File: config.mk
export PLATFORM = sky130hd
export DESIGN_NAME = kpg_pin_config
export DESIGN_NICKNAME = d
export VERILOG_FILES = /design/src/design/kpg_pkg.sv /design/src/design/kpg_scan_if.sv /design/src/design/kpg_filter.sv /design/src/design/kpg_scan.sv /design/src/design/kpg_pin_config.sv
export SDC_FILE = /design/constraint.sdc
export NUM_CORES = 2
export LEC_CHECK = 0
export ABC_AREA = 1
export BUFFER_PORTS_ARGS = -buffer_cell sky130_fd_sc_hd__buf_2
export CAP_MARGIN = 20
export CORE_MARGIN = 4
export CORE_UTILIZATION = 55
export CTS_BUF_LIST = sky130_fd_sc_hd__clkbuf_16
export DETAILED_ROUTE_END_ITERATION = 10
export PLACE_DENSITY_LB_ADDON = 0.05
export SKIP_LAST_GASP = 1
export SYNTH_ARGS = -nofsm -noshare
export SYNTH_HDL_FRONTEND = slang
export SYNTH_HIERARCHICAL = 1
export SYNTH_SLANG_ARGS = --single-unit
File: constraint.sdc
create_clock -name ref_clk_in -period 3.15 [get_ports ref_clk_in]
set_input_delay 0.63 -clock ref_clk_in [delete_from_list [all_inputs] [get_ports ref_clk_in]]
set_output_delay 0.63 -clock ref_clk_in [all_outputs]
set_load 0.02 [all_outputs]
File: src/design/kpg_pkg.sv
// Shared constants for the keypad / GPIO pin configuration block.
// Assumes a single 40 MHz clock and byte-wide registers reached over I2C.
`default_nettype none

package kpg_pkg;

	localparam int CLK_HZ      = 40_000_000;
	localparam int IN_DEB_US   = 50;
	localparam int IN_DEB_CYC  = IN_DEB_US * (CLK_HZ / 1_000_000);
	localparam int SCAN_MS     = 25;
	localparam int SCAN_CYC    = SCAN_MS * (CLK_HZ / 1_000);

	localparam int NUM_ROWS    = 8;
	localparam int NUM_COLS    = 10;
	localparam int NUM_PINS    = 18;
	localparam int NUM_REGS    = 18;

	// Base slot of each three-register group, and the slot of each bypass register
	localparam int G_IE        = 0;
	localparam int G_MS        = 3;
	localparam int G_EM        = 6;
	localparam int G_DIR       = 9;
	localparam int G_POL       = 12;
	localparam int G_BYP_ROWS  = 15;
	localparam int G_BYP_HI    = 16;
	localparam int G_BYP_LO    = 17;

	localparam logic [7:0] REG_OFS [NUM_REGS] = '{
		8'h1a, 8'h1b, 8'h1c, 8'h1d, 8'h1e, 8'h1f,
		8'h20, 8'h21, 8'h23, 8'h23, 8'h24, 8'h25,
		8'h26, 8'h27, 8'h28, 8'h29, 8'h2b, 8'h30};
	localparam logic [7:0] REG_MASK [NUM_REGS] = '{
		8'hff, 8'hff, 8'h03, 8'hff, 8'hff, 8'h03,
		8'hff, 8'hff, 8'h03, 8'hff, 8'hff, 8'h03,
		8'hff, 8'hff, 8'h03, 8'hff, 8'h03, 8'hff};
	localparam logic [7:0] REG_RESET = 8'h00;

	localparam logic [7:0] OFS_INT_STAT = 8'h02;
	localparam int         FLAG_BIT     = 1;

	localparam logic [6:0] INPUT_CODE_BASE = 7'h61;
	localparam logic [6:0] KEY_CODE_BASE = 7'h01;

	typedef enum logic [3:0] {
		I_IDLE = 4'h0,
		I_ADDR = 4'h1,
		I_AACK = 4'h2,
		I_WR   = 4'h3,
		I_WACK = 4'h4,
		I_RD   = 4'h5,
		I_MACK = 4'h6
	} kpg_i2c_state_e;

endpackage : kpg_pkg

`default_nettype wire

File: src/design/kpg_scan_if.sv
// Signals between the pin configuration top and the matrix scanner.
// Assumes the top owns the mode masks and the filtered row levels.
`default_nettype none

interface kpg_scan_if;
	logic [9:0] col_en;
	logic [7:0] row_en;
	logic [7:0] row_lvl;
	logic [9:0] col_drive;
	logic       ev_valid;
	logic [7:0] ev_code;

	modport scanner (input col_en, row_en, row_lvl,
		output col_drive, ev_valid, ev_code);
	modport host (output col_en, row_en, row_lvl,
		input col_drive, ev_valid, ev_code);
endinterface : kpg_scan_if

`default_nettype wire

File: src/design/kpg_filter.sv
// Per-bit input filter: a bit is taken after staying stable, or at once when bypassed.
// Assumes inputs synchronous to ref_clk_in; idle level is high.
`default_nettype none

module kpg_filter #(
	parameter int W   = 19,
	parameter int CYC = kpg_pkg::IN_DEB_CYC
) (
	input  wire logic         ref_clk_in,
	input  wire logic         nrst_in,
	input  wire logic [W-1:0] raw_in,
	input  wire logic [W-1:0] bypass_in,
	output logic      [W-1:0] filt_out
);
	localparam int CW = $clog2(CYC + 1);

	for (genvar g = 0; g < W; g++)
	begin : g_bit
		logic [CW-1:0] cnt_q;
		logic [CW-1:0] cnt_d;
		logic          st_q;
		logic          st_d;

		always_comb
		begin
			st_d  = st_q;
			cnt_d = '0;
			if (raw_in[g] != st_q)
			begin
				if (cnt_q == CW'(CYC - 1))
					st_d = raw_in[g];
				else
					cnt_d = cnt_q + CW'(1);
			end
		end

		always_ff @(posedge ref_clk_in)
		begin
			if (!nrst_in)
			begin
				st_q  <= 1'b1;
				cnt_q <= '0;
			end
			else
			begin
				st_q  <= st_d;
				cnt_q <= cnt_d;
			end
		end

		assign filt_out[g] = bypass_in[g] ? raw_in[g] : st_q;
	end

endmodule : kpg_filter

`default_nettype wire

File: src/design/kpg_scan.sv
// Key matrix scanner: one column slot at a time, driven only if enabled; reads rows.
// Assumes rows idle high and a pressed key pulls its row low.
`default_nettype none

module kpg_scan #(
	parameter int SLOT_CYC = kpg_pkg::SCAN_CYC / kpg_pkg::NUM_COLS
) (
	input  wire logic        ref_clk_in,
	input  wire logic        nrst_in,
	kpg_scan_if.scanner      sif
);
	localparam int CW = $clog2(SLOT_CYC);

	logic [CW-1:0] cnt_q, cnt_d;
	logic [3:0]    col_q, col_d;
	logic [3:0]    pcol_q, pcol_d;
	logic [79:0]   prev_q, prev_d;
	logic [79:0]   stab_q, stab_d;
	logic [7:0]    pend_q, pend_d;
	logic          vld_q, vld_d;
	logic [7:0]    code_q, code_d;
	logic [7:0]    seen;
	logic          found;

	assign seen = ~sif.row_lvl & sif.row_en & {8{sif.col_en[col_q]}};

	always_comb
	begin
		cnt_d  = cnt_q + CW'(1);
		col_d  = col_q;
		pcol_d = pcol_q;
		prev_d = prev_q;
		stab_d = stab_q;
		pend_d = pend_q;
		vld_d  = 1'b0;
		code_d = code_q;
		found  = 1'b0;
		if (cnt_q == CW'(SLOT_CYC - 1))
		begin
			cnt_d  = '0;
			col_d  = (col_q == 4'd9) ? 4'd0 : col_q + 4'd1;
			pcol_d = col_q;
			for (int r = 0; r < 8; r++)
			begin
				// Two matching scans in a row before a change counts
				if (seen[r] == prev_q[r*10 + int'(col_q)] &&
					seen[r] != stab_q[r*10 + int'(col_q)])
				begin
					pend_d[r] = 1'b1;
					stab_d[r*10 + int'(col_q)] = seen[r];
				end
				prev_d[r*10 + int'(col_q)] = seen[r];
			end
		end
		else
		begin
			for (int r = 0; r < 8; r++)
			begin
				if (pend_q[r] && !found)
				begin
					found     = 1'b1;
					pend_d[r] = 1'b0;
					vld_d     = 1'b1;
					code_d    = {stab_q[r*10 + int'(pcol_q)],
						7'(r*10 + int'(pcol_q)) + kpg_pkg::KEY_CODE_BASE};
				end
			end
		end
	end

	always_ff @(posedge ref_clk_in)
	begin
		if (!nrst_in)
		begin
			cnt_q  <= '0;
			col_q  <= 4'd0;
			pcol_q <= 4'd0;
			prev_q <= '0;
			stab_q <= '0;
			pend_q <= 8'h00;
			vld_q  <= 1'b0;
			code_q <= 8'h00;
		end
		else
		begin
			cnt_q  <= cnt_d;
			col_q  <= col_d;
			pcol_q <= pcol_d;
			prev_q <= prev_d;
			stab_q <= stab_d;
			pend_q <= pend_d;
			vld_q  <= vld_d;
			code_q <= code_d;
		end
	end

	// Every enabled column gets one slot per scan period
	assign sif.col_drive = sif.col_en & 10'(10'h001 << col_q);
	assign sif.ev_valid  = vld_q;
	assign sif.ev_code   = code_q;

endmodule : kpg_scan

`default_nettype wire

File: src/design/kpg_pin_config.sv
// Pin configuration top: I2C register slave, 18 pin modes, input events.
// Assumes SCL/SDA and pins synchronous to ref_clk_in; SDA open drain.
// Functional notes
// - Interrupt enable 1 lets pin change interrupt
// - Enabled input change sets the change flag
// - Interrupt enables act on general inputs only
// - Select bit 0 gives general pin
// - Select bit 1 joins matrix, fixed role
// - Event-mode bit routes input events to key event outputs
// - Direction 0 input, 1 output
// - Polarity 0 falling/low, 1 rising/high
// - Filter-bypass 1 skips input debounce
// - Bypass acts alike on inputs and rows
// - Reset pin always filtered, not disableable
// - Input accepted after stable debounce time
// - Matrix debounce per key, two scans
// - Every column scanned once per period
// - Key accepted after two matching scans
// - Rows bits 7-0, columns 9-0 split
// - Change flag is bit 1, write-1 clear
// - Input events carry codes 97 to 114
`default_nettype none

module kpg_pin_config #(
	parameter logic [6:0] DEV_ADDR = 7'h2a, // arbitrary value
	parameter int         SCAN_CYC = kpg_pkg::SCAN_CYC
) (
	input  wire logic        ref_clk_in,
	input  wire logic        nrst_in,
	input  wire logic        ext_reset_n_in,
	input  wire logic        scl_in,
	input  wire logic        sda_in,
	output logic             sda_out,
	output logic             sda_oe_out,
	input  wire logic [17:0] pin_in,
	output logic      [17:0] pin_level_out,
	output logic      [17:0] pin_oe_out,
	input  wire logic [17:0] gpio_out_data_in,
	output logic             input_change_flag_out,
	output logic             key_event_valid_out,
	output logic      [7:0]  key_event_code_out
);
	localparam int NR = kpg_pkg::NUM_REGS;
	localparam int NP = kpg_pkg::NUM_PINS;

	kpg_scan_if sif ();

	// Register file
	logic [7:0]  reg_q [NR];
	logic [7:0]  reg_d [NR];
	logic        flag_q, flag_d;
	logic [17:0] ie, ms, em, dir, pol, byp;
	logic [7:0]  rdata;

	// I2C slave
	kpg_pkg::kpg_i2c_state_e st_q, st_d;
	logic [3:0]  cnt_q, cnt_d;
	logic [7:0]  sh_q, sh_d;
	logic [7:0]  ptr_q, ptr_d;
	logic        rw_q, rw_d;
	logic        first_q, first_d;
	logic        oe_q, oe_d;
	logic        ack_q, ack_d;
	logic        scl_q, sda_q;
	logic        scl_rise, scl_fall, start, stop;
	logic        wr_stb;

	// Pins and events
	logic [18:0] filt;
	logic        soft_rst;
	logic [17:0] f_q;
	logic [17:0] gen_in, rise, fall, trig, chg;
	logic [17:0] gpend_q, gpend_d;
	logic        kv_q, kv_d;
	logic [7:0]  kc_q, kc_d;
	logic        gfound;

	function automatic logic [17:0] grp(input logic [7:0] lo,
		input logic [7:0] mid, input logic [7:0] hi);
		return {hi[1:0], mid, lo};
	endfunction : grp

	// Group layout: rows 7-0, then columns 7-0, then columns 9-8
	assign ie  = grp(reg_q[kpg_pkg::G_IE], reg_q[kpg_pkg::G_IE+1],
		reg_q[kpg_pkg::G_IE+2]);
	assign ms  = grp(reg_q[kpg_pkg::G_MS], reg_q[kpg_pkg::G_MS+1],
		reg_q[kpg_pkg::G_MS+2]);
	assign em  = grp(reg_q[kpg_pkg::G_EM], reg_q[kpg_pkg::G_EM+1],
		reg_q[kpg_pkg::G_EM+2]);
	assign dir = grp(reg_q[kpg_pkg::G_DIR], reg_q[kpg_pkg::G_DIR+1],
		reg_q[kpg_pkg::G_DIR+2]);
	assign pol = grp(reg_q[kpg_pkg::G_POL], reg_q[kpg_pkg::G_POL+1],
		reg_q[kpg_pkg::G_POL+2]);
	assign byp = grp(reg_q[kpg_pkg::G_BYP_ROWS], reg_q[kpg_pkg::G_BYP_LO],
		reg_q[kpg_pkg::G_BYP_HI]);

	// Reset pin sits on the top filter bit with bypass tied off
	kpg_filter #(
		.W   (NP + 1),
		.CYC (kpg_pkg::IN_DEB_CYC)
	) u_filter (
		.ref_clk_in (ref_clk_in),
		.nrst_in    (nrst_in),
		.raw_in     ({ext_reset_n_in, pin_in}),
		.bypass_in  ({1'b0, byp}),
		.filt_out   (filt)
	);

	assign soft_rst = ~filt[NP];

	kpg_scan #(
		.SLOT_CYC (SCAN_CYC / kpg_pkg::NUM_COLS)
	) u_scan (
		.ref_clk_in (ref_clk_in),
		.nrst_in    (nrst_in),
		.sif        (sif.scanner)
	);

	// Matrix role follows the pin: rows 0-7, columns 8-17
	assign sif.row_en  = ms[7:0];
	assign sif.col_en  = ms[17:8];
	assign sif.row_lvl = filt[7:0];

	// Bus edge detection
	assign scl_rise = scl_in & ~scl_q;
	assign scl_fall = ~scl_in & scl_q;
	assign start    = scl_in & scl_q & sda_q & ~sda_in;
	assign stop     = scl_in & scl_q & ~sda_q & sda_in;

	always_comb
	begin
		rdata = 8'h00;
		if (ptr_q == kpg_pkg::OFS_INT_STAT)
			rdata[kpg_pkg::FLAG_BIT] = flag_q;
		for (int i = 0; i < NR; i++)
			if (ptr_q == kpg_pkg::REG_OFS[i])
				rdata = reg_q[i] & kpg_pkg::REG_MASK[i];
	end

	always_comb
	begin
		st_d    = st_q;
		cnt_d   = cnt_q;
		sh_d    = sh_q;
		ptr_d   = ptr_q;
		rw_d    = rw_q;
		first_d = first_q;
		oe_d    = oe_q;
		ack_d   = ack_q;
		wr_stb  = 1'b0;
		if (stop)
		begin
			st_d = kpg_pkg::I_IDLE;
			oe_d = 1'b0;
		end
		else if (start)
		begin
			st_d  = kpg_pkg::I_ADDR;
			cnt_d = 4'd0;
			oe_d  = 1'b0;
		end
		else
		begin
			case (st_q)
				kpg_pkg::I_IDLE: ;
				kpg_pkg::I_ADDR, kpg_pkg::I_WR:
				begin
					if (scl_rise)
					begin
						sh_d  = {sh_q[6:0], sda_in};
						cnt_d = cnt_q + 4'd1;
					end
					else if (scl_fall && cnt_q == 4'd8)
					begin
						cnt_d = 4'd0;
						if (st_q == kpg_pkg::I_WR)
						begin
							oe_d = 1'b1;
							st_d = kpg_pkg::I_WACK;
							if (first_q)
							begin
								ptr_d   = sh_q;
								first_d = 1'b0;
							end
							else
							begin
								wr_stb = 1'b1;
								ptr_d  = ptr_q + 8'h01;
							end
						end
						else if (sh_q[7:1] == DEV_ADDR)
						begin
							st_d    = kpg_pkg::I_AACK;
							oe_d    = 1'b1;
							rw_d    = sh_q[0];
							first_d = 1'b1;
						end
						else
							st_d = kpg_pkg::I_IDLE;
					end
				end
				kpg_pkg::I_AACK:
				begin
					if (scl_fall)
					begin
						if (rw_q)
						begin
							sh_d = rdata;
							oe_d = ~rdata[7];
							st_d = kpg_pkg::I_RD;
						end
						else
						begin
							oe_d = 1'b0;
							st_d = kpg_pkg::I_WR;
						end
					end
				end
				kpg_pkg::I_WACK:
				begin
					if (scl_fall)
					begin
						oe_d = 1'b0;
						st_d = kpg_pkg::I_WR;
					end
				end
				kpg_pkg::I_RD:
				begin
					if (scl_rise)
						cnt_d = cnt_q + 4'd1;
					else if (scl_fall)
					begin
						if (cnt_q == 4'd8)
						begin
							cnt_d = 4'd0;
							oe_d  = 1'b0;
							ptr_d = ptr_q + 8'h01;
							st_d  = kpg_pkg::I_MACK;
						end
						else
						begin
							sh_d = {sh_q[6:0], 1'b0};
							oe_d = ~sh_q[6];
						end
					end
				end
				kpg_pkg::I_MACK:
				begin
					if (scl_rise)
						ack_d = ~sda_in;
					else if (scl_fall)
					begin
						if (ack_q)
						begin
							sh_d = rdata;
							oe_d = ~rdata[7];
							st_d = kpg_pkg::I_RD;
						end
						else
							st_d = kpg_pkg::I_IDLE;
					end
				end
				default: st_d = kpg_pkg::I_IDLE;
			endcase
		end
	end

	always_ff @(posedge ref_clk_in)
	begin
		if (!nrst_in)
		begin
			st_q    <= kpg_pkg::I_IDLE;
			cnt_q   <= 4'd0;
			sh_q    <= 8'h00;
			ptr_q   <= 8'h00;
			rw_q    <= 1'b0;
			first_q <= 1'b0;
			oe_q    <= 1'b0;
			ack_q   <= 1'b0;
			scl_q   <= 1'b1;
			sda_q   <= 1'b1;
		end
		else
		begin
			st_q    <= st_d;
			cnt_q   <= cnt_d;
			sh_q    <= sh_d;
			ptr_q   <= ptr_d;
			rw_q    <= rw_d;
			first_q <= first_d;
			oe_q    <= oe_d;
			ack_q   <= ack_d;
			scl_q   <= scl_in;
			sda_q   <= sda_in;
		end
	end

	assign sda_out    = 1'b0;
	assign sda_oe_out = oe_q;

	// Input changes on general input pins only
	assign gen_in = ~ms & ~dir;
	assign rise = filt[17:0] & ~f_q;
	assign fall = ~filt[17:0] & f_q;
	assign trig = (pol & rise) | (~pol & fall);
	assign chg  = (rise | fall) & gen_in & em;

	always_comb
	begin
		for (int i = 0; i < NR; i++)
		begin
			reg_d[i] = reg_q[i];
			if (wr_stb && ptr_q == kpg_pkg::REG_OFS[i])
				reg_d[i] = sh_q & kpg_pkg::REG_MASK[i];
		end
		flag_d = flag_q;
		if (wr_stb && ptr_q == kpg_pkg::OFS_INT_STAT &&
			sh_q[kpg_pkg::FLAG_BIT])
			flag_d = 1'b0;
		// A new change wins over a clear in the same cycle
		if (|(trig & gen_in & ie))
			flag_d = 1'b1;
		gpend_d = gpend_q | chg;
		kv_d    = 1'b0;
		kc_d    = kc_q;
		gfound  = 1'b0;
		if (sif.ev_valid)
		begin
			kv_d = 1'b1;
			kc_d = sif.ev_code;
		end
		else
		begin
			for (int i = 0; i < NP; i++)
			begin
				if (gpend_q[i] && !gfound)
				begin
					gfound     = 1'b1;
					gpend_d[i] = chg[i];
					kv_d       = 1'b1;
					kc_d       = {~(filt[i] ^ pol[i]),
						kpg_pkg::INPUT_CODE_BASE + 7'(i)};
				end
			end
		end
	end

	always_ff @(posedge ref_clk_in)
	begin
		if (!nrst_in || soft_rst)
		begin
			for (int i = 0; i < NR; i++)
				reg_q[i] <= kpg_pkg::REG_RESET;
			flag_q  <= 1'b0;
			gpend_q <= '0;
			kv_q    <= 1'b0;
			kc_q    <= 8'h00;
		end
		else
		begin
			for (int i = 0; i < NR; i++)
				reg_q[i] <= reg_d[i];
			flag_q  <= flag_d;
			gpend_q <= gpend_d;
			kv_q    <= kv_d;
			kc_q    <= kc_d;
		end
	end

	always_ff @(posedge ref_clk_in)
	begin
		if (!nrst_in)
			f_q <= '1;
		else
			f_q <= filt[17:0];
	end

	// Outputs: general outputs drive data, active columns pull low
	assign pin_oe_out = (~ms & dir) | {sif.col_drive, 8'h00};
	assign pin_level_out = ~ms & dir & gpio_out_data_in;
	assign input_change_flag_out = flag_q;
	assign key_event_valid_out   = kv_q;
	assign key_event_code_out    = kc_q;

endmodule : kpg_pin_config

`default_nettype wire

==> run summary <==
WL final: 174.4 mm
# setup viols final: 0
Cell Int Power: 0.01343 W
Most common cell in the netlist: nand2_1
Initial Util: 0.5564
Nets: 7450
Drt wl/cell: 20.75 um
Crit-path max FO: 23
Max_slew headroom: 0.2043
Warning count from the yosys run: 6
Floorplan row count: 101
Area of the multi-input gates: 25720 um^2
Commonest cells post-synth: nand2_1, nor2_1, inv_1
Fraction of layout instances using a drive strength above 1: 0.1015
CTS tree: built
Clock network power share: 0.526
Die height: 285.7 um
Mapped Area: 42400 um^2
Remaining DRCs: 0
Clock sink count: 611
Cells after synthesis: 7068
First-pass GRT wire length: 265.2 mm
Layout Skew: 0.02767 ns
Core area: 76200 um^2
Initial antenna violation count: 3
CTS max path bufs: 3
CP top delay family: buffers and inverters
Async set-or-reset flop fraction in the synthesized netlist: 0
DP Area: 45950 um^2
Area leader, netlist: dfxtp_1
Total power: 0.01765 W
CTS root buf: clkbuf_16
Worst setup margin: 0.01927 ns
Avg Cell Area, Syn: 5.999 um^2
DP Worst Slack: 0.07103 ns
Net load switching power: 0.004219 W
Distinct cells, synth: 68
Synth Register Bits: 611
Fin area: 48600 um^2
Synth top area share: 0.2885
Final hold violations: 0
Final Critical Period: 3.131 ns
Outcome: completed
DP HPWL: 128.4 mm
Critical path arrival: 2.50 ns
Initial DRC Count: 6109
VDD IR-drop max: 0.0005266 V
Part of the power in registers: 0.444
Vias: 49790
Buf+Inv Stages, Crit Path: 4
Antenna-violating nets left: 0
Clock buffer count from CTS: 72
Crit path top cell by count: nand2_1
Net Sw Frac: 0.2391
I/O Buffers: 87
Clock transition at path regs: 0.07 ns
Worst Tran Pin Value: 1.181 ns
Crit share post-route: 0.9939
Top cells by area, synth: dfxtp_1, nand2_1, nor2_1, nand3_1, inv_1
Total gr overflow: 0
Max-Cap Viols: 0
Die Wd: 285.7 um
Crit path cell chain: buf_12 > buf_4 > nand2_1 > inv_1 > ha_1 > nand2_1 > nor2_1 > a21o_1 > buf_2
Vias in the first global route: 45490
Fmax: 319.4 MHz
Clk_lat worst skew: 0.64 ns
RSZ-0062 raised after global routing: true
Comb power frac: 0.031
Die area: 81600 um^2
Crit path capture type: output pin
Largest net degree at the start of global routing: 86
Fillers: 7370
Final setup TNS: 0 ns
Crit path kind: reg2out
H-tree levels: 3
First-pass iteration count of the detailed router: 7
Post-DR vias/cell: 5.923
Pwr Density: 363.1 nW/um^2
EDFF count, synth: 0
Top_reg_cell synth: dfxtp_1
CP peak stage delay: 0.37 ns
Gr usage total: 0.4123
Min-delay worst type: in2reg
Sequential area share after synthesis: 0.2885
I/O pins: 89
FF/Latch Area: 12240 um^2
Slew Limit Fails: 0
Worst EP required: 2.52 ns
Leak: 20.66 nW
Area Overhead vs Synth: 14.62%
Slowest stage cell on the critical path: dfxtp_4
Gp weighted congestion: 1.064
Critical Path Start Type: flop
[per-stage QoR]
stage | cells | hold slack [ns] | utilization
floorplan | 7070 | 0.4173 | -
global placement | 8269 | 0.4262 | 0.6030
detailed placement | 8269 | 0.4350 | 0.6030
CTS | 8401 | 0.1965 | 0.6369
global route | 8402 | 0.2181 | 0.6377
finish | 8405 | 0.2268 | 0.6378
[cell type report]
| type | instances | area share |
|---|---|---|
| multi-input cells | 5330 | 0.5293 |
| inverters | 844 | 0.06547 |
| clock buffers | 75 | 0.03862 |
| clock inverters | 57 | 0.01429 |
| well taps | 1030 | 0.02652 |
| flip-flops and latches | 611 | 0.2519 |
| repair buffers | 455 | 0.07379 |
| diodes | 3 | 0.0001545 |
[kinds of logic (layout without fill, tap and decap cells)]
logic type                 count (synthesis)  in the layout  share of synthesized area
and+or+nand+nor                         3851           3851                     0.3833
other                                      1              6                 0.00008844
adders and majority gates                 95             95                    0.02803
buffers and inverters                   1129           1431                     0.1069
DFF                                      611            611                     0.2885
xor gates and xnor gates                 108            108                    0.02231
muxes                                     22             22                   0.005341
AOI/OAI and AO/OA                       1251           1251                     0.1656
[power by group through the flow]
stage | sequential, W | clock, W | combinational, W
CTS | 0.00783 | 0.00935 | 0.000529
global placement | 0.00800 | 0 | 0.000523
floorplan | 0.00798 | 0 | 0.000343
global route | 0.00783 | 0.00963 | 0.000597
finish | 0.00783 | 0.00928 | 0.000542
detailed placement | 0.00800 | 0 | 0.000527
[flip-flops by register name, indices dropped and copies added (netlist names), 17 cells and up]
register              count
f_q                      18
gpend_q                  18
reg_q                   106
u_filter/g_bit.cnt_q    209
u_filter/g_bit.st_q      19
u_scan/cnt_q             17
u_scan/prev_q            80
u_scan/stab_q            80
[path summary, 6_finish.rpt]
kind / to / slack (ns) / startpoint / depth (start not counted)
min: ack_q$_SDFFE_PN0P_ / 0.23 / sda_in / 2
max reg2reg: u_scan/stab_q[38]$_SDFFE_PN0P_ / 0.07 / u_scan/col_q[3]$_SDFFE_PN0P_ / 18
min reg2reg: u_filter/g_bit[4].cnt_q[0]$_SDFF_PP0_ / 0.45 / u_filter/g_bit[4].cnt_q[0]$_SDFF_PP0_ / 1
max: pin_oe_out[11] / 0.02 / u_scan/col_q[0]$_SDFFE_PN0P_ / 9
[worst register-to-register path: stages, from the launching register on]
cell and delay, ns:
dfxtp_1 0.40, inv_1 0.19, ha_1 0.28, inv_1 0.31, nand3_1 0.24, nand3_1 0.15
nand2_1 0.08, inv_1 0.08, nand2_1 0.07, nand2_1 0.11, buf_4 0.18, nand3_1 0.17
nor2_2 0.18, buf_4 0.17, nand2_1 0.06, nand2_1 0.06, inv_1 0.08, nand2_1 0.08
nand2_1 0.05
[cells in the final DEF, fill, tap and decap left out, types with 16 or more instances in the layout]
cell type | Yosys | final
o22ai_1 | 23 | 23
inv_1 | 812 | 818
clkinv_2 | 0 | 20
nand2_2 | 22 | 26
buf_2 | 71 | 85
o21ai_1 | 37 | 37
a22oi_1 | 35 | 35
nor2_1 | 873 | 863
ha_1 | 95 | 94
o211ai_1 | 37 | 37
nand3_2 | 15 | 16
a21oi_1 | 392 | 392
nor3_1 | 108 | 105
xnor2_1 | 60 | 60
o21ai_0 | 520 | 520
nand2_1 | 1970 | 1966
dfxtp_1 | 611 | 607
and3_1 | 20 | 20
a31oi_1 | 53 | 53
inv_2 | 18 | 19
nor4_1 | 25 | 25
nand4_1 | 69 | 69
mux2i_1 | 17 | 17
o221ai_1 | 16 | 16
nand3b_1 | 19 | 19
xor2_1 | 48 | 48
clkinv_1 | 13 | 16
nand3_1 | 639 | 638
nor2_2 | 37 | 45
clkbuf_16 | 0 | 75
o31ai_1 | 16 | 16
buf_4 | 26 | 338
a211oi_1 | 38 | 38
buf_12 | 0 | 30
[per-layer routing]
| metal | global-route usage | wire (um) |
|---|---|---|
| met5 | 0 | 0 |
| met2 | 0.5968 | 69200 |
| met3 | 0.1198 | 24740 |
| met4 | 0.1965 | 10310 |
| met1 | 0.5625 | 70130 |
[repair_timing]
| action | in CTS | in global routing |
|---|---|---|
| endpoints found under the setup margin | 2 | 77 |
| hold buffers | 0 | 0 |
| setup buffers | 0 | 0 |
| pin swaps | 0 | 2 |
| resized for setup | 5 | 18 |
No activity file was read; power rests on OpenSTA's default activity.
